## config.mk

```make
export PLATFORM = sky130hd
export DESIGN_NAME = tw_eeprom_slave
export DESIGN_NICKNAME = d
export VERILOG_FILES = /design/src/tw_pkg.sv /design/src/tw_sync.sv /design/src/tw_eeprom_slave.sv
export VERILOG_INCLUDE_DIRS = /design/src
export SDC_FILE = /design/constraint.sdc
export NUM_CORES = 1
export LEC_CHECK = 0
export ABC_AREA = 1
export BUFFER_PORTS_ARGS = -buffer_cell sky130_fd_sc_hd__buf_2
export CELL_PAD_IN_SITES_DETAIL_PLACEMENT = 1
export CELL_PAD_IN_SITES_GLOBAL_PLACEMENT = 1
export CORE_MARGIN = 10
export CORE_UTILIZATION = 35
export DETAILED_ROUTE_END_ITERATION = 6
export PLACE_DENSITY_LB_ADDON = 0.2
export SYNTH_ARGS = -nofsm -noshare
export SYNTH_HDL_FRONTEND = slang
export SYNTH_HIERARCHICAL = 1
export SYNTH_SLANG_ARGS = --single-unit
```

## constraint.sdc

```tcl
create_clock -name sys_clk_i -period 3.4 [get_ports sys_clk_i]
set_input_delay 0.17 -clock sys_clk_i [delete_from_list [all_inputs] [get_ports sys_clk_i]]
set_output_delay 0.17 -clock sys_clk_i [all_outputs]
set_load 0.005 [all_outputs]
```

## src/tw_cfg.svh

```systemverilog
`ifndef TW_CFG_SVH
`define TW_CFG_SVH

// Device type codes in the top nibble of the slave address byte
`define TW_TYPE_MEM 4'hA
`define TW_TYPE_ID 4'hB

// Bit of the high address byte that selects the lock command (A10)
`define TW_LOCK_SEL_BIT 2
// Bit of the lock data byte that must be set
`define TW_LOCK_DATA_BIT 1
// Read/write bit position in the slave address byte
`define TW_RW_BIT 0

// Bit counter values: last data bit seen, acknowledge slot
`define TW_BIT_BYTE 4'h8
`define TW_BIT_ACK 4'h9

// Page geometry
`define TW_PAGE_BYTES 128
`define TW_PAGE_BITS 7

// Self-timed programming time and system clock period, both in ns
`define TW_T_WR_NS 5000000
`define TW_CLK_NS 100
// Longest time: round down to whole cycles, at least one
`define TW_WR_CYCLES ((`TW_T_WR_NS / `TW_CLK_NS) < 1 ? 1 : \
   (`TW_T_WR_NS / `TW_CLK_NS))

// Idle level of the bus lines
`define TW_LINE_IDLE 1'h1

`endif

```

## src/tw_pkg.sv

```systemverilog
package tw_pkg;

   // Bus side protocol phase
   typedef enum logic [2:0] {
      TW_IDLE,
      TW_DEV,
      TW_AHI,
      TW_ALO,
      TW_DATA
   } tw_phase_e;

   // Self-timed programming engine state
   typedef enum logic [1:0] {
      TWP_IDLE,
      TWP_SWEEP,
      TWP_WAIT
   } tw_prog_e;

endpackage : tw_pkg

```

## src/tw_sync.sv

```systemverilog
`timescale 1ns/100ps
`include "tw_cfg.svh"

module tw_sync #(
   parameter int W = 1
) (
   input wire logic sys_clk_i,
   input wire logic rst_n_i,
   input wire logic [W-1:0] async_i,
   output logic [W-1:0] sync_o
);

   // First stage, read only by the second stage
   logic [W-1:0] meta;

   // Two flops; reset to the idle bus level so no false edge follows reset
   always_ff @(posedge sys_clk_i) begin
      if (!rst_n_i) begin
         meta <= {W{`TW_LINE_IDLE}};
         sync_o <= {W{`TW_LINE_IDLE}};
      end else begin
         meta <= async_i;
         sync_o <= meta;
      end
   end

endmodule : tw_sync

```

## src/tw_eeprom_slave.sv

```systemverilog
// Contract
// - Start: data falls while clock high
// - Stop: data rises while clock high
// - Data changes only with clock low
// - Ignore bus until a start is seen
// - Receiver acknowledges each received byte
// - Any start resets the bus logic
// - Standby after power-up, stop, write done
// - Accept only the memory or identification device type
// - Next three bits match chip selects
// - Last address bit: one read, zero write
// - Acknowledge matching address in ninth clock
// - Byte write programs at the stop
// - Ignore bus while programming
// - Page write up to 128 bytes
// - Increment only seven low address bits
// - Extra bytes overwrite buffered page bytes
// - Withhold address acknowledge while busy
// - Identification page write, type 1011b, A10 clear
// - Locked identification page: no data acknowledge
// - Lock command: A10 set, data bit1
// - Lock is permanent and irreversible
// - Write-protect pin high blocks writes
// - Floating chip selects read as zero
`timescale 1ns/100ps
`include "tw_cfg.svh"

module tw_eeprom_slave
   import tw_pkg::*;
#(
   parameter int WR_CYCLES = `TW_WR_CYCLES
) (
   input wire logic sys_clk_i,
   input wire logic rst_n_i,
   input wire logic scl_i,
   input wire logic sda_i,
   input wire logic chip_select_bit_zero_i,
   input wire logic chip_select_bit_one_i,
   input wire logic chip_select_bit_two_i,
   input wire logic write_protect_i,
   input wire logic lock_init_i,
   output logic sda_o,
   output logic sda_oe_o,
   output logic busy_o,
   output logic id_locked_o,
   output logic mem_we_o,
   output logic mem_id_sel_o,
   output logic [15:0] mem_addr_o,
   output logic [7:0] mem_data_o
);

   // Synchronised pins: clock, data, chip selects, write protect
   logic [5:0] pins_s;
   logic scl_s;
   logic sda_s;
   logic [2:0] cs_s;
   logic wp_s;
   // Previous sampled line levels for edge finding
   logic scl_q;
   logic sda_q;

   // Bus side state
   tw_phase_e phase;
   logic [3:0] bitcnt;
   logic [7:0] shreg;
   logic cont;
   logic is_id;
   logic [7:0] addr_hi;
   logic [8:0] page_base;
   logic [6:0] ptr;
   logic wr_any;
   logic lock_req;
   // Page buffer and per-byte valid marks
   logic [7:0] pbuf [`TW_PAGE_BYTES];
   logic [`TW_PAGE_BYTES-1:0] vld;

   // Programming engine state
   tw_prog_e prog;
   logic [7:0] idx;
   logic [31:0] tmr;
   logic prog_id;
   logic prog_lock;
   logic [8:0] prog_base;

   // Bus, chip select and protect pins cross into the clock domain through two flops
   tw_sync #(.W(6)) u_sync (
      .sys_clk_i(sys_clk_i),
      .rst_n_i(rst_n_i),
      .async_i({scl_i, sda_i, chip_select_bit_two_i,
                chip_select_bit_one_i, chip_select_bit_zero_i,
                write_protect_i}),
      .sync_o(pins_s)
   );

   assign scl_s = pins_s[5];
   assign sda_s = pins_s[4];
   // Pins left open are pulled to zero on the board side
   assign cs_s = pins_s[3:1];
   assign wp_s = pins_s[0];

   // Line edges and bus conditions
   wire scl_rise = scl_s & ~scl_q;
   wire scl_fall = ~scl_s & scl_q;
   wire scl_high = scl_s & scl_q;
   wire start_det = scl_high & sda_q & ~sda_s;
   wire stop_det = scl_high & ~sda_q & sda_s;
   wire busy = (prog != TWP_IDLE);

   // Byte boundary and acknowledge slot end, both on clock fall
   wire byte_end = scl_fall & (bitcnt == `TW_BIT_BYTE);
   wire ack_end = scl_fall & (bitcnt == `TW_BIT_ACK);

   // Slave address decode
   wire [3:0] dev_type = shreg[7:4];
   wire type_mem = (dev_type == `TW_TYPE_MEM);
   wire type_id = (dev_type == `TW_TYPE_ID);
   wire cs_ok = (shreg[3:1] == cs_s);
   wire is_read = shreg[`TW_RW_BIT];
   // Address answered only when idle, which gives polling its meaning
   wire dev_ok = (type_mem | type_id) & cs_ok & ~busy;

   // Lock command selected by A10 of the identification access
   wire lock_cmd = is_id & addr_hi[`TW_LOCK_SEL_BIT];
   // Locked page refuses its data bytes
   wire id_refused = is_id & ~lock_cmd & id_locked_o;
   wire store_ok = ~lock_cmd & ~id_refused;

   // Acknowledge decision for the byte just received
   wire give_ack = (phase == TW_DEV) ? dev_ok :
                   (phase == TW_DATA) ? ~id_refused :
                   1'h1;

   // Next phase after a byte that was acknowledged
   wire [2:0] nxt_raw = (phase == TW_DEV) ? 3'(TW_AHI) :
                        (phase == TW_AHI) ? 3'(TW_ALO) :
                        3'(TW_DATA);

   // Programming launch on stop; protect pin skips the cycle
   wire launch = stop_det & (wr_any | lock_req) & ~wp_s & ~busy;

   // Previous line levels, reset to idle bus
   always_ff @(posedge sys_clk_i) begin
      if (!rst_n_i) begin
         scl_q <= `TW_LINE_IDLE;
         sda_q <= `TW_LINE_IDLE;
      end else begin
         scl_q <= scl_s;
         sda_q <= sda_s;
      end
   end

   // Protocol phase: start restarts it, stop ends it
   always_ff @(posedge sys_clk_i) begin
      if (!rst_n_i) begin
         phase <= TW_IDLE;
      end else if (start_det) begin
         phase <= TW_DEV;
      end else if (stop_det) begin
         phase <= TW_IDLE;
      end else if (ack_end) begin
         // Refused or read address drops back to waiting for a start
         phase <= cont ? tw_phase_e'(nxt_raw) : TW_IDLE;
      end
   end

   // Bit counter: counts rising clocks, wraps after the ack slot
   always_ff @(posedge sys_clk_i) begin
      if (!rst_n_i) begin
         bitcnt <= 4'h0;
      end else if (start_det | stop_det) begin
         bitcnt <= 4'h0;
      end else if (phase == TW_IDLE) begin
         bitcnt <= 4'h0;
      end else if (ack_end) begin
         bitcnt <= 4'h0;
      end else if (byte_end) begin
         bitcnt <= `TW_BIT_ACK;
      end else if (scl_rise && bitcnt < `TW_BIT_BYTE) begin
         bitcnt <= bitcnt + 4'h1;
      end
   end

   // Shift in one bit per rising clock, most significant first
   always_ff @(posedge sys_clk_i) begin
      if (!rst_n_i) begin
         shreg <= 8'h00;
      end else if (scl_rise && phase != TW_IDLE && bitcnt < `TW_BIT_BYTE) begin
         shreg <= {shreg[6:0], sda_s};
      end
   end

   // Acknowledge drive: held low from byte end to the ack slot end
   always_ff @(posedge sys_clk_i) begin
      if (!rst_n_i) begin
         sda_oe_o <= 1'h0;
         sda_o <= 1'h0;
         cont <= 1'h0;
      end else if (start_det | stop_det | ack_end) begin
         sda_oe_o <= 1'h0;
      end else if (byte_end && phase != TW_IDLE) begin
         sda_oe_o <= give_ack;
         // Reads are answered at address time but not served here
         cont <= give_ack & ~((phase == TW_DEV) & is_read);
      end
   end

   // Address capture: high byte, then low byte
   always_ff @(posedge sys_clk_i) begin
      if (!rst_n_i) begin
         is_id <= 1'h0;
         addr_hi <= 8'h00;
         page_base <= 9'h000;
      end else if (byte_end && phase == TW_DEV) begin
         is_id <= type_id;
      end else if (byte_end && phase == TW_AHI) begin
         addr_hi <= shreg;
      end else if (byte_end && phase == TW_ALO) begin
         page_base <= {addr_hi, shreg[7]};
      end
   end

   // In-page pointer: only the seven low bits move
   always_ff @(posedge sys_clk_i) begin
      if (!rst_n_i) begin
         ptr <= 7'h00;
      end else if (byte_end && phase == TW_ALO) begin
         ptr <= shreg[6:0];
      end else if (byte_end && phase == TW_DATA && store_ok) begin
         ptr <= ptr + 7'h01;
      end
   end

   // Pending work; cleared at stop after launch sampled it
   always_ff @(posedge sys_clk_i) begin
      if (!rst_n_i) begin
         wr_any <= 1'h0;
         lock_req <= 1'h0;
      end else if (stop_det | (start_det & ~busy)) begin
         wr_any <= 1'h0;
         lock_req <= 1'h0;
      end else if (byte_end && phase == TW_DATA && lock_cmd) begin
         lock_req <= shreg[`TW_LOCK_DATA_BIT];
      end else if (byte_end && phase == TW_DATA && store_ok) begin
         wr_any <= 1'h1;
      end
   end

   // Valid marks; kept while busy since the sweep still reads them
   always_ff @(posedge sys_clk_i) begin
      if (!rst_n_i) begin
         vld <= '0;
      end else if (start_det & ~busy) begin
         vld <= '0;
      end else if (byte_end && phase == TW_DATA && store_ok) begin
         vld[ptr] <= 1'h1;
      end
   end

   // Page buffer; a repeat position simply overwrites
   always_ff @(posedge sys_clk_i) begin
      if (byte_end && phase == TW_DATA && store_ok) begin
         pbuf[ptr] <= shreg;
      end
   end

   // Programming engine: sweep buffer, then wait the write time
   always_ff @(posedge sys_clk_i) begin
      if (!rst_n_i) begin
         prog <= TWP_IDLE;
         idx <= 8'h00;
         tmr <= 32'h0;
         prog_id <= 1'h0;
         prog_lock <= 1'h0;
         prog_base <= 9'h000;
      end else begin
         case (prog)
            TWP_IDLE: begin
               if (launch) begin
                  prog <= TWP_SWEEP;
                  idx <= 8'h00;
                  prog_id <= is_id;
                  prog_lock <= lock_req;
                  prog_base <= page_base;
               end
            end
            TWP_SWEEP: begin
               // One buffer byte per cycle, whole page in 128 cycles
               if (idx[`TW_PAGE_BITS]) begin
                  prog <= TWP_WAIT;
                  tmr <= 32'h0;
               end else begin
                  idx <= idx + 8'h01;
               end
            end
            TWP_WAIT: begin
               // Inputs stay ignored until the time runs out
               if (tmr >= 32'(WR_CYCLES - 1)) begin
                  prog <= TWP_IDLE;
               end else begin
                  tmr <= tmr + 32'h1;
               end
            end
            default: begin
               prog <= TWP_IDLE;
            end
         endcase
      end
   end

   // Array write port, one registered byte per sweep cycle
   always_ff @(posedge sys_clk_i) begin
      if (!rst_n_i) begin
         mem_we_o <= 1'h0;
         mem_id_sel_o <= 1'h0;
         mem_addr_o <= 16'h0000;
         mem_data_o <= 8'h00;
      end else if (prog == TWP_SWEEP && !idx[`TW_PAGE_BITS]) begin
         // Lock command writes nothing to the array
         mem_we_o <= vld[idx[6:0]] & ~prog_lock;
         mem_id_sel_o <= prog_id;
         // Identification page ignores the upper address bits
         mem_addr_o <= {prog_id ? 9'h000 : prog_base, idx[6:0]};
         mem_data_o <= pbuf[idx[6:0]];
      end else begin
         mem_we_o <= 1'h0;
      end
   end

   // Lock flag: loaded from storage at reset, set once, never cleared
   always_ff @(posedge sys_clk_i) begin
      if (!rst_n_i) begin
         id_locked_o <= lock_init_i;
      end else if (prog == TWP_SWEEP && prog_lock) begin
         id_locked_o <= 1'h1;
      end
   end

   // Busy indication for the outside world
   always_ff @(posedge sys_clk_i) begin
      if (!rst_n_i) begin
         busy_o <= 1'h0;
      end else begin
         busy_o <= busy | launch;
      end
   end

endmodule : tw_eeprom_slave

```

# Word-level counts from Yosys, hierarchy flattened
# Memories as Yosys holds them, arrays and structs flattened. A register that Yosys moved wholly into a read port is not among the register bits.
# Cells that the tools add are included.
[totals] wordCells=172 in_bits=9 output_inout_bits=30 memories=1 ff_bits=259 ramBits=1024
[op_classes] order_cmp=5 bitwise_logic=44 reduce_logical=40 n_addsub=4 muxes=31 eq_ne=17
[memory_table] name="pbuf" depth=128 width=8 rd=1 rd_ports_with_merged_regs=1 write_ports=1 line="tw_eeprom_slave.sv:74" text="logic [7:0] pbuf [`TW_PAGE_BYTES];"
[op_table] cell="$or A128 B128 Y128" count=1
[op_table] cell="$mux W32" count=2
[op_table] cell="$pmux W32 S2" count=1
[op_table] cell="$add A32 B1 Y32 const B" count=1
[op_table] cell="$ge A32 B16 Y1 const B" count=1
[op_table] cell="$and A1 B1 Y1" count=22
[op_table] cell="$eq A4 B4 Y1 const B" count=4
[op_table] cell="$lt A7 B8 Y1 const B" count=2
[op_table] cell="$mux W8" count=2
[op_table] cell="$pmux W8 S2" count=1
[op_table] cell="$not A1 Y1" count=15
[op_table] cell="$mux W7" count=2
[op_table] cell="$logic_and A1 B1 Y1" count=13
[op_table] cell="$reduce_and A2 Y1" count=6
[op_table] cell="$reduce_and A3 Y1" count=4
[op_table] cell="$mux W1" count=11
[op_table] cell="$ne A2 B2 Y1 const B" count=5
[op_table] cell="$reduce_bool A2 Y1" count=5
[op_table] cell="$mux W3" count=3
[op_table] cell="$mux W9" count=1
[op_table] cell="$add A8 B1 Y8 const B" count=1
[op_table] cell="$mux W4" count=2
[op_table] cell="$add A7 B1 Y7 const B" count=1
[op_table] cell="$bmux W1 S7" count=1
[op_table] cell="other kinds (22)" count=34

# Logic depth before layout (Yosys ltp)
# Gate-level depths: netlist of the first run.
[depth] depth_word=9 depth_mapped=17

# Hierarchy
# The synthesis of the first run kept the hierarchy.
[modules_own_cells] module="tw_eeprom_slave" area_per_inst_um2=53132.2 n_inst=1 seq_area_each_um2=35864.4 cells_per_inst=5184
[modules_own_cells] module="tw_sync" area_per_inst_um2=341.6 n_inst=1 seq_area_each_um2=240.2 cells_per_inst=37

# Least setup slack after synthesis of the first run
# Ideal clock, no wire load.
[synth_path] path_kind="register to register" startpoint="reg shreg[1]" endpoint="reg sda_oe_o" arrival_ns=2.775 path_buffers=0 required_ns=3.285 setup_slack_ns=0.510 path_stages_with_launch=8 period_less_slack_ns=2.890 setup_ns=0.115 cell_sequence="dfxtp_1 inv_1 o21ai_0 a21oi_1 nand4_1 a22oi_1 o21ai_0 inv_1"
[synth_between] elab_chain_cells=4
[synth_lines] element="start: declaration" line="tw_eeprom_slave.sv:65" text="logic [7:0] shreg;"
[synth_lines] element="start signal: assignment" line="tw_eeprom_slave.sv:188" text="shreg <= {shreg[6:0], sda_s};"
[synth_lines] element="$eq A3 B3 Y1" line="tw_eeprom_slave.sv:117" text="wire cs_ok = (shreg[3:1] == cs_s);"
[synth_lines] element="$and A1 B1 Y1 (2 in a row)" line="tw_eeprom_slave.sv:120" text="wire dev_ok = (type_mem | type_id) & cs_ok & ~busy;"
[synth_lines] element="$mux W1" line="tw_eeprom_slave.sv:129" text="wire give_ack = (phase == TW_DEV) ? dev_ok :"
[synth_lines] element="end signal: assignment" line="tw_eeprom_slave.sv:201" text="sda_oe_o <= give_ack;"
[synth_lines] element="end: declaration" line="tw_eeprom_slave.sv:43" text="output logic sda_oe_o,"
# Every way passes these cells.
# A chain may end at the register's enable or synchronous reset.

# Worst setup path in the final report of the first run
[layout_path] startpoint="reg bitcnt[0]" endpoint="mem pbuf[125][7] (enable)"
[layout_between] elab_chain_cells=6
[layout_lines] element="start: declaration" line="tw_eeprom_slave.sv:64" text="logic [3:0] bitcnt;"
[layout_lines] element="start signal: assignment" line="tw_eeprom_slave.sv:177" text="bitcnt <= `TW_BIT_ACK;"
[layout_lines] element="start signal: assignment" line="tw_eeprom_slave.sv:179" text="bitcnt <= bitcnt + 4'h1;"
[layout_lines] element="$eq A4 B4 Y1 (no source line)"
[layout_lines] element="$and A1 B1 Y1" line="tw_eeprom_slave.sv:110" text="wire byte_end = scl_fall & (bitcnt == `TW_BIT_BYTE);"
[layout_lines] element="$logic_and A1 B1 Y1 (2 in a row)" line="tw_eeprom_slave.sv:261" text="if (byte_end && phase == TW_DATA && store_ok) begin"
[layout_lines] element="$mux W1" line="tw_eeprom_slave.sv:261"
[layout_lines] element="$mux W1 (not written as such)" line="tw_eeprom_slave.sv:262" text="pbuf[ptr] <= shreg;"
[layout_lines] element="end: declaration" line="tw_eeprom_slave.sv:74"
# Every way passes these cells.

==> impl_metrics.yaml, run 1 <==
synthesis:
  synth_flop_cell: "edfxtp_1"
  postSynthAreaPerCell_um2: 10.2
  ys_warn_count: 6
  synth.top_cell.area_share_pct: 57.6
  synth-edff-count: 1025
  seq_area_frac_synth_pct: 67.5
  yosys-top-cells-area: "edfxtp_1 58%, dfxtp_1 10%, nand2_1 9.7%"
  synth_area_leader_cell: "edfxtp_1"
  yosysUniqueCellTypes: 47
  synth-seq-cells: 1291
  synth-async-reset-ratio_pct: 0
  syn_area_um2: 53500
  synth_nets: 5236
  syn_inst: 5221
clock_network:
  cts_inserted_buffers: 144
  clockRootBuffer: "clkbuf_16"
  cts_num_sinks: 1291
  cts_tree: "yes"
  clk_latency_ns: 0.79
  clockBufferDepth: 3
  postCtsResizedCells: 0
  clkSlewWorstSetupHoldPaths_ns: 0.06
  post_cts_buffers: 0
  htree_levels: 4
grt:
  grt_max_degree: 158
  grt_pass1_wl_um: 253000
  busiest_layer: "met2"
  grt.overflow.total: 0
  track_usage_pct: 19.7
  use_met1_pct: 26.6
  antenna_found_initial: 11
  grtUsageMet2_pct: 32.3
  grt_pass1_vias: 39312
  grt_use_met3_pct: 3.11
power_and_ir_drop:
  peakVddDrop_mv: 0.520
  power_leakage_nw: 23.2
  pwr_density_cell_nw_per_um2: 531
worst_setup_path:
  cp_num_cells: 8
  required_ns: 3.82
  critical_path_class: "register to register"
  end_kind: "register"
  critPathTopFamily: "simple AND/OR/NAND/NOR gates"
  cpMaxStageDelayCell: "nor2_1"
  crit_buf_inv: 2
  path_cells: "inv_1 > ha_1 > nand4_2 > inv_2 > nand4_4 > nor2_1 > nand2_1 > nor2_1"
  startpoint: "bitcnt[0]$_SDFFE_PP0P_"
  critPathMaxStageDelay_ns: 0.73
  cp_common_cell: "nor2_1"
  critPathCapture: "pbuf[125][7]$_DFFE_PP_"
  r2r-end: "pbuf[125][7]$_DFFE_PP_"
  path_max_fanout: 9
  worstSetupStartpointType: "register"
  r2r_start: "bitcnt[0]$_SDFFE_PP0P_"
  ff2ff_path_depth: 8
  reg2reg_slack_ns: 0.34
  cp.arrival_ns: 3.48
floorplan:
  fp.dieW_um: 411
  num_rows: 143
  start_util_pct: 35.2
  die_area_um2: 169000
  io_pins: 39
  die_h_um: 411
  core_um2: 152000
place:
  dp_hpwl_um: 101000
  port_buffers: 37
  routabilityCongestion: 0.812
  place_area_um2: 57000
sta:
  layout_min_cycle_time_ns: 3.06
  fin_setup_tns_ns: 0
  rsz0062_at_grt: "no"
  finalCritPeriodShare_pct: 90.1
  hold_viol_final: 0
  setup_viol: 0
  drv_slew: 0
  max_freq_ghz: 0.326
  relSlewSlack_pct: 11.0
  skew_ns: 0.0254
  worst_pin_slew_ns: 1.33
detailed_routing:
  final_antenna_net_count: 0
  firstDrtPassIters: 6
  drc: 0
  vias: 38170
  routed_via_density: 5.09
  wirelength_um: 170000
  wire_per_inst_um: 22.7
  drtIter0Drc: 2707
finish:
  postLayoutCoreUtil_pct: 40.7
  antenna_cells_inserted: 0
  final_area_um2: 61800
  drive_above_1_share_pct: 10.5
  final_nets: 5365
  areaGrowthSynthToFinish_pct: 15.5
  fillers: 16721
outcome:
  status: "completed"
run:
  max_cap_viol_count: 0
min_path:
  min_path_type: "primary input to register"
-- through the flow --
step           std cells  total power, mW  setup WS [ns]  hold WS (ns)
3_5_place_dp        7226             17.3          0.318         0.355
2_1_floorplan       5221             17.3          0.510         0.239
6_report            7502             32.8          0.335        0.0926
3_3_place_gp        7226             17.3          0.318         0.343
4_1_cts             7502             33.1          0.297        0.0269
5_1_grt             7502             33.7          0.121         0.102
-- what timing repair did --
item	in CTS	in global routing
hold buffers	8	0
endpoints found under the setup margin	0	0
endpoints found under the hold margin	29	0
-- layout make-up --
cell class / count / area, um^2 / area share (%)
tap: 2030 / 2540 / 4.11
multi-input combinational: 3158 / 14100 / 22.9
clock buffer: 209 / 4070 / 6.59
timing repair buffer: 288 / 2450 / 3.97
clock inverter: 59 / 659 / 1.07
inverter: 467 / 1780 / 2.88
sequential: 1291 / 36200 / 58.5
-- power by group --
part | internal, mW | total (mW) | switching (mW)
Combinational | 0.0369 | 0.175 | 0.138
Sequential | 16.8 | 16.8 | 0.00911
Clock | 9.27 | 15.8 | 6.55
-- worst min-delay path by stage --
stage	startpoint	endpoint	slack, ns	cells past startpoint
CTS	sda_i	u_sync/meta[4]$_SDFF_PN1_	0.03	4
finish	chip_select_bit_one_i	u_sync/meta[2]$_SDFF_PN1_	0.09	4
global placement	scl_i	u_sync/meta[5]$_SDFF_PN1_	0.34	3
global route	sda_i	u_sync/meta[4]$_SDFF_PN1_	0.10	4
detailed placement	sda_i	u_sync/meta[4]$_SDFF_PN1_	0.35	3
floorplan	rst_n_i	u_sync/meta[5]$_SDFF_PN1_	0.24	1
-- routing by layer --
metal,routed length (um),vias to the layer above
met5,40,-
met4,5460,6
met3,8270,282
met2,80400,846
met1,76100,19175
li1,-,17861
-- registers in the layout, indices dropped and copies added, names as in the netlist, 9 cells and up --
| register | count |
|---|---|
| vld | 128 |
| prog_base | 9 |
| page_base | 9 |
| mem_addr_o | 16 |
| tmr | 32 |
| pbuf | 1024 |
-- tightest hold or removal path, stage by stage --
cell,delay (ns)
dlygate4sd3_1,0.51
buf_2,0.10
inv_1,0.03
nand2_1,0.04
-- placed cells by master (no fill, tap or decap), types with 8 or more instances in the layout --
cell / Yosys / layout
buf_12: 0 / 29
inv_1: 461 / 456
nor2_1: 340 / 339
o21ai_1: 48 / 48
or2_2: 52 / 52
buf_2: 150 / 37
clkbuf_8: 0 / 13
dfxtp_1: 266 / 253
buf_4: 14 / 214
o211ai_1: 45 / 45
nor3_1: 82 / 82
a22oi_1: 9 / 9
nand4_1: 12 / 12
clkbuf_1: 90 / 46
edfxtp_1: 1025 / 1025
nand3_1: 786 / 783
bufinv_16: 0 / 12
nand2_1: 1387 / 1387
o21ai_0: 229 / 229
o22ai_1: 8 / 8
clkinv_1: 0 / 23
dlygate4sd3_1: 0 / 8
dfxtp_4: 0 / 12
xor2_1: 10 / 10
clkbuf_16: 0 / 148
clkinv_2: 0 / 14
a21oi_1: 97 / 97
-- cells in the mapped netlist (all sizes together) (45+ instances only) --
cell type	count
a21oi	97
nand3	786
o21ai	277
nor2	343
inv	467
edfxtp	1025
dfxtp	266
nand2	1392
or2	54
buf	212
o211ai	45
nor3	85
clkbuf	93
-- logic make-up after synthesis --
kind of cell / synth area share (%)
other: 0.00701
AND/OR/NAND/NOR: 21.4
adder cells (fa/ha/maj): 0.140
XOR/XNOR: 0.262
buffers and inverters: 6.10
flip-flops: 67.5
AO/OA/AOI/OAI: 4.61
Power figures use the tool's default switching activity.
==> inputs of run 2 (changes only) <==
CORE_ASPECT_RATIO = 0.7   (was default)
PLACE_DENSITY = 0.55   (was default)
PLACE_DENSITY_LB_ADDON = default   (was 0.2)
==> impl_metrics.yaml, run 2 (synthesized netlist as in run 1, its figures left out) <==
outcome:
  status: "completed"
worst_setup_path:
  critPathMaxStageDelay_ns: 0.56
  end_kind: "register"
  path_cells: "inv_1 > ha_1 > nand4_2 > inv_2 > nand4_4 > nor2_1 > buf_4 > nand2_1 > buf_4 > nor2_1 > buf_4"
  required_ns: 3.87
  cp_common_cell: "buf_4"
  worstSetupStartpointType: "register"
  cpMaxStageDelayCell: "nor2_1"
  cp.arrival_ns: 3.43
  path_max_fanout: 8
  critical_path_class: "register to register"
sta:
  drv_slew: 0
  whs_ns: 0.108
  worst_pin_slew_ns: 1.35
  layout_min_cycle_time_ns: 2.96
  setup_viol: 0
  finalCritPeriodShare_pct: 87.0
  relSlewSlack_pct: 9.69
  skew_ns: 0.0290
  fin_setup_tns_ns: 0
  hold_viol_final: 0
  rsz0062_at_grt: "no"
  max_freq_ghz: 0.338
floorplan:
  start_util_pct: 35.4
  die_area_um2: 169000
  die_h_um: 347
  num_rows: 119
  core_um2: 151000
  fp.dieW_um: 487
  io_pins: 39
grt:
  grt_pass1_wl_um: 262000
  grt_pass1_vias: 38522
  antenna_found_initial: 6
  track_usage_pct: 20.6
  grt_max_degree: 136
  grt.overflow.total: 0
place:
  routabilityCongestion: 0.809
  place_area_um2: 57200
  dp_hpwl_um: 109000
  port_buffers: 37
finish:
  final_nets: 5375
  final_cell_mix: "1387 x nand2_1, 1025 x edfxtp_1, 783 x nand3_1"
  final_common_cell: "nand2_1"
  areaGrowthSynthToFinish_pct: 15.5
  fillers: 16537
  multiInputGateArea_um2: 14100
  largest_reg_flops: 1024
  seqCellArea_um2: 36200
  drive_above_1_share_pct: 10.9
  reg.largest.list: "pbuf x1024, vld x128, tmr x32"
  final_area_um2: 61800
  largest_register: "pbuf"
detailed_routing:
  vias: 38207
  wire_per_inst_um: 23.8
  firstDrtPassIters: 5
  wirelength_um: 178000
  drtIter0Drc: 3510
  final_antenna_net_count: 0
  drc: 0
  routed_via_density: 5.11
clock_network:
  clkSlewWorstSetupHoldPaths_ns: 0.06
  htree_levels: 4
  clk_latency_ns: 0.79
  cts_num_sinks: 1291
  postCtsResizedCells: 0
  cts_inserted_buffers: 134
  cts_tree: "yes"
  clockRootBuffer: "clkbuf_16"
  clockBufferDepth: 3
power_and_ir_drop:
  pwr_density_cell_nw_per_um2: 524
  power_leakage_nw: 23.2
  peakVddDrop_mv: 0.528
min_path:
  min_path_type: "primary input to register"
run:
  max_cap_viol_count: 0
-- run 2: final timing paths --
path	slack, ns	endpoint	cells after the start	startpoint
worst min-delay path	0.11	u_sync/meta[0]$_SDFF_PN1_	4	write_protect_i
worst min register to register	0.40	u_sync/sync_o[3]$_SDFF_PN1_	2	u_sync/meta[3]$_SDFF_PN1_
worst max-delay path	0.44	pbuf[109][7]$_DFFE_PP_	11	bitcnt[0]$_SDFFE_PP0P_
worst max register to register	0.44	pbuf[109][7]$_DFFE_PP_	11	bitcnt[0]$_SDFFE_PP0P_
-- run 2: worst max-delay path, delay by kind of cell, from the launching register on --
kind          cells  cell delay (ns)
simple gates      5             1.16
buf+inv           5             0.94
flops             1             0.35
fa+ha+maj         1             0.17
-- run 2: timing repair --
item                       in CTS  in global routing
setup endpoints to repair       0                  0
buffers inserted                0                  0
hold buffers                    8                  0
hold endpoints to repair       30                  0
-- run 2: report_power, final --
group          internal [mW]  switching, mW  leakage (nW)  total (mW)
Combinational         0.0353          0.133          11.7       0.168
Clock                   8.89           6.46          2.22        15.4
Sequential              16.8         0.0135          9.31        16.8
-- run 2: layout make-up --
class | instances | area share, %
Tap cell | 1996 | 4.04
Clock buffer | 188 | 6.26
Antenna cell | 5 | 0.0203
Sequential cell | 1291 | 58.5
Inverter | 467 | 2.88
Timing Repair Buffer | 308 | 4.33
Clock inverter | 62 | 1.08
Multi-Input combinational cell | 3158 | 22.9
-- run 2: metrics by stage --
| step | setup slack, ns | instances | util (%) | total power [mW] |
|---|---|---|---|---|
| 6_report | 0.441 | 7475 | 40.9 | 32.4 |
| 3_3_place_gp | 0.592 | 7212 | 37.8 | 17.3 |
| 5_1_grt | 0.313 | 7471 | 40.9 | 33.3 |
| 3_5_place_dp | 0.491 | 7212 | 37.8 | 17.3 |
| 4_1_cts | 0.460 | 7470 | 40.9 | 32.7 |
| 2_1_floorplan | 0.510 | 5221 | - | 17.3 |
-- run 2: per-layer routing --
layer	up-vias	track usage, %	routed length [um]
met3	169	3.58	10300
li1	17877	-	-
met1	19343	31.5	89100
met5	-	0	0
met4	0	5.40	3580
met2	818	29.8	75000
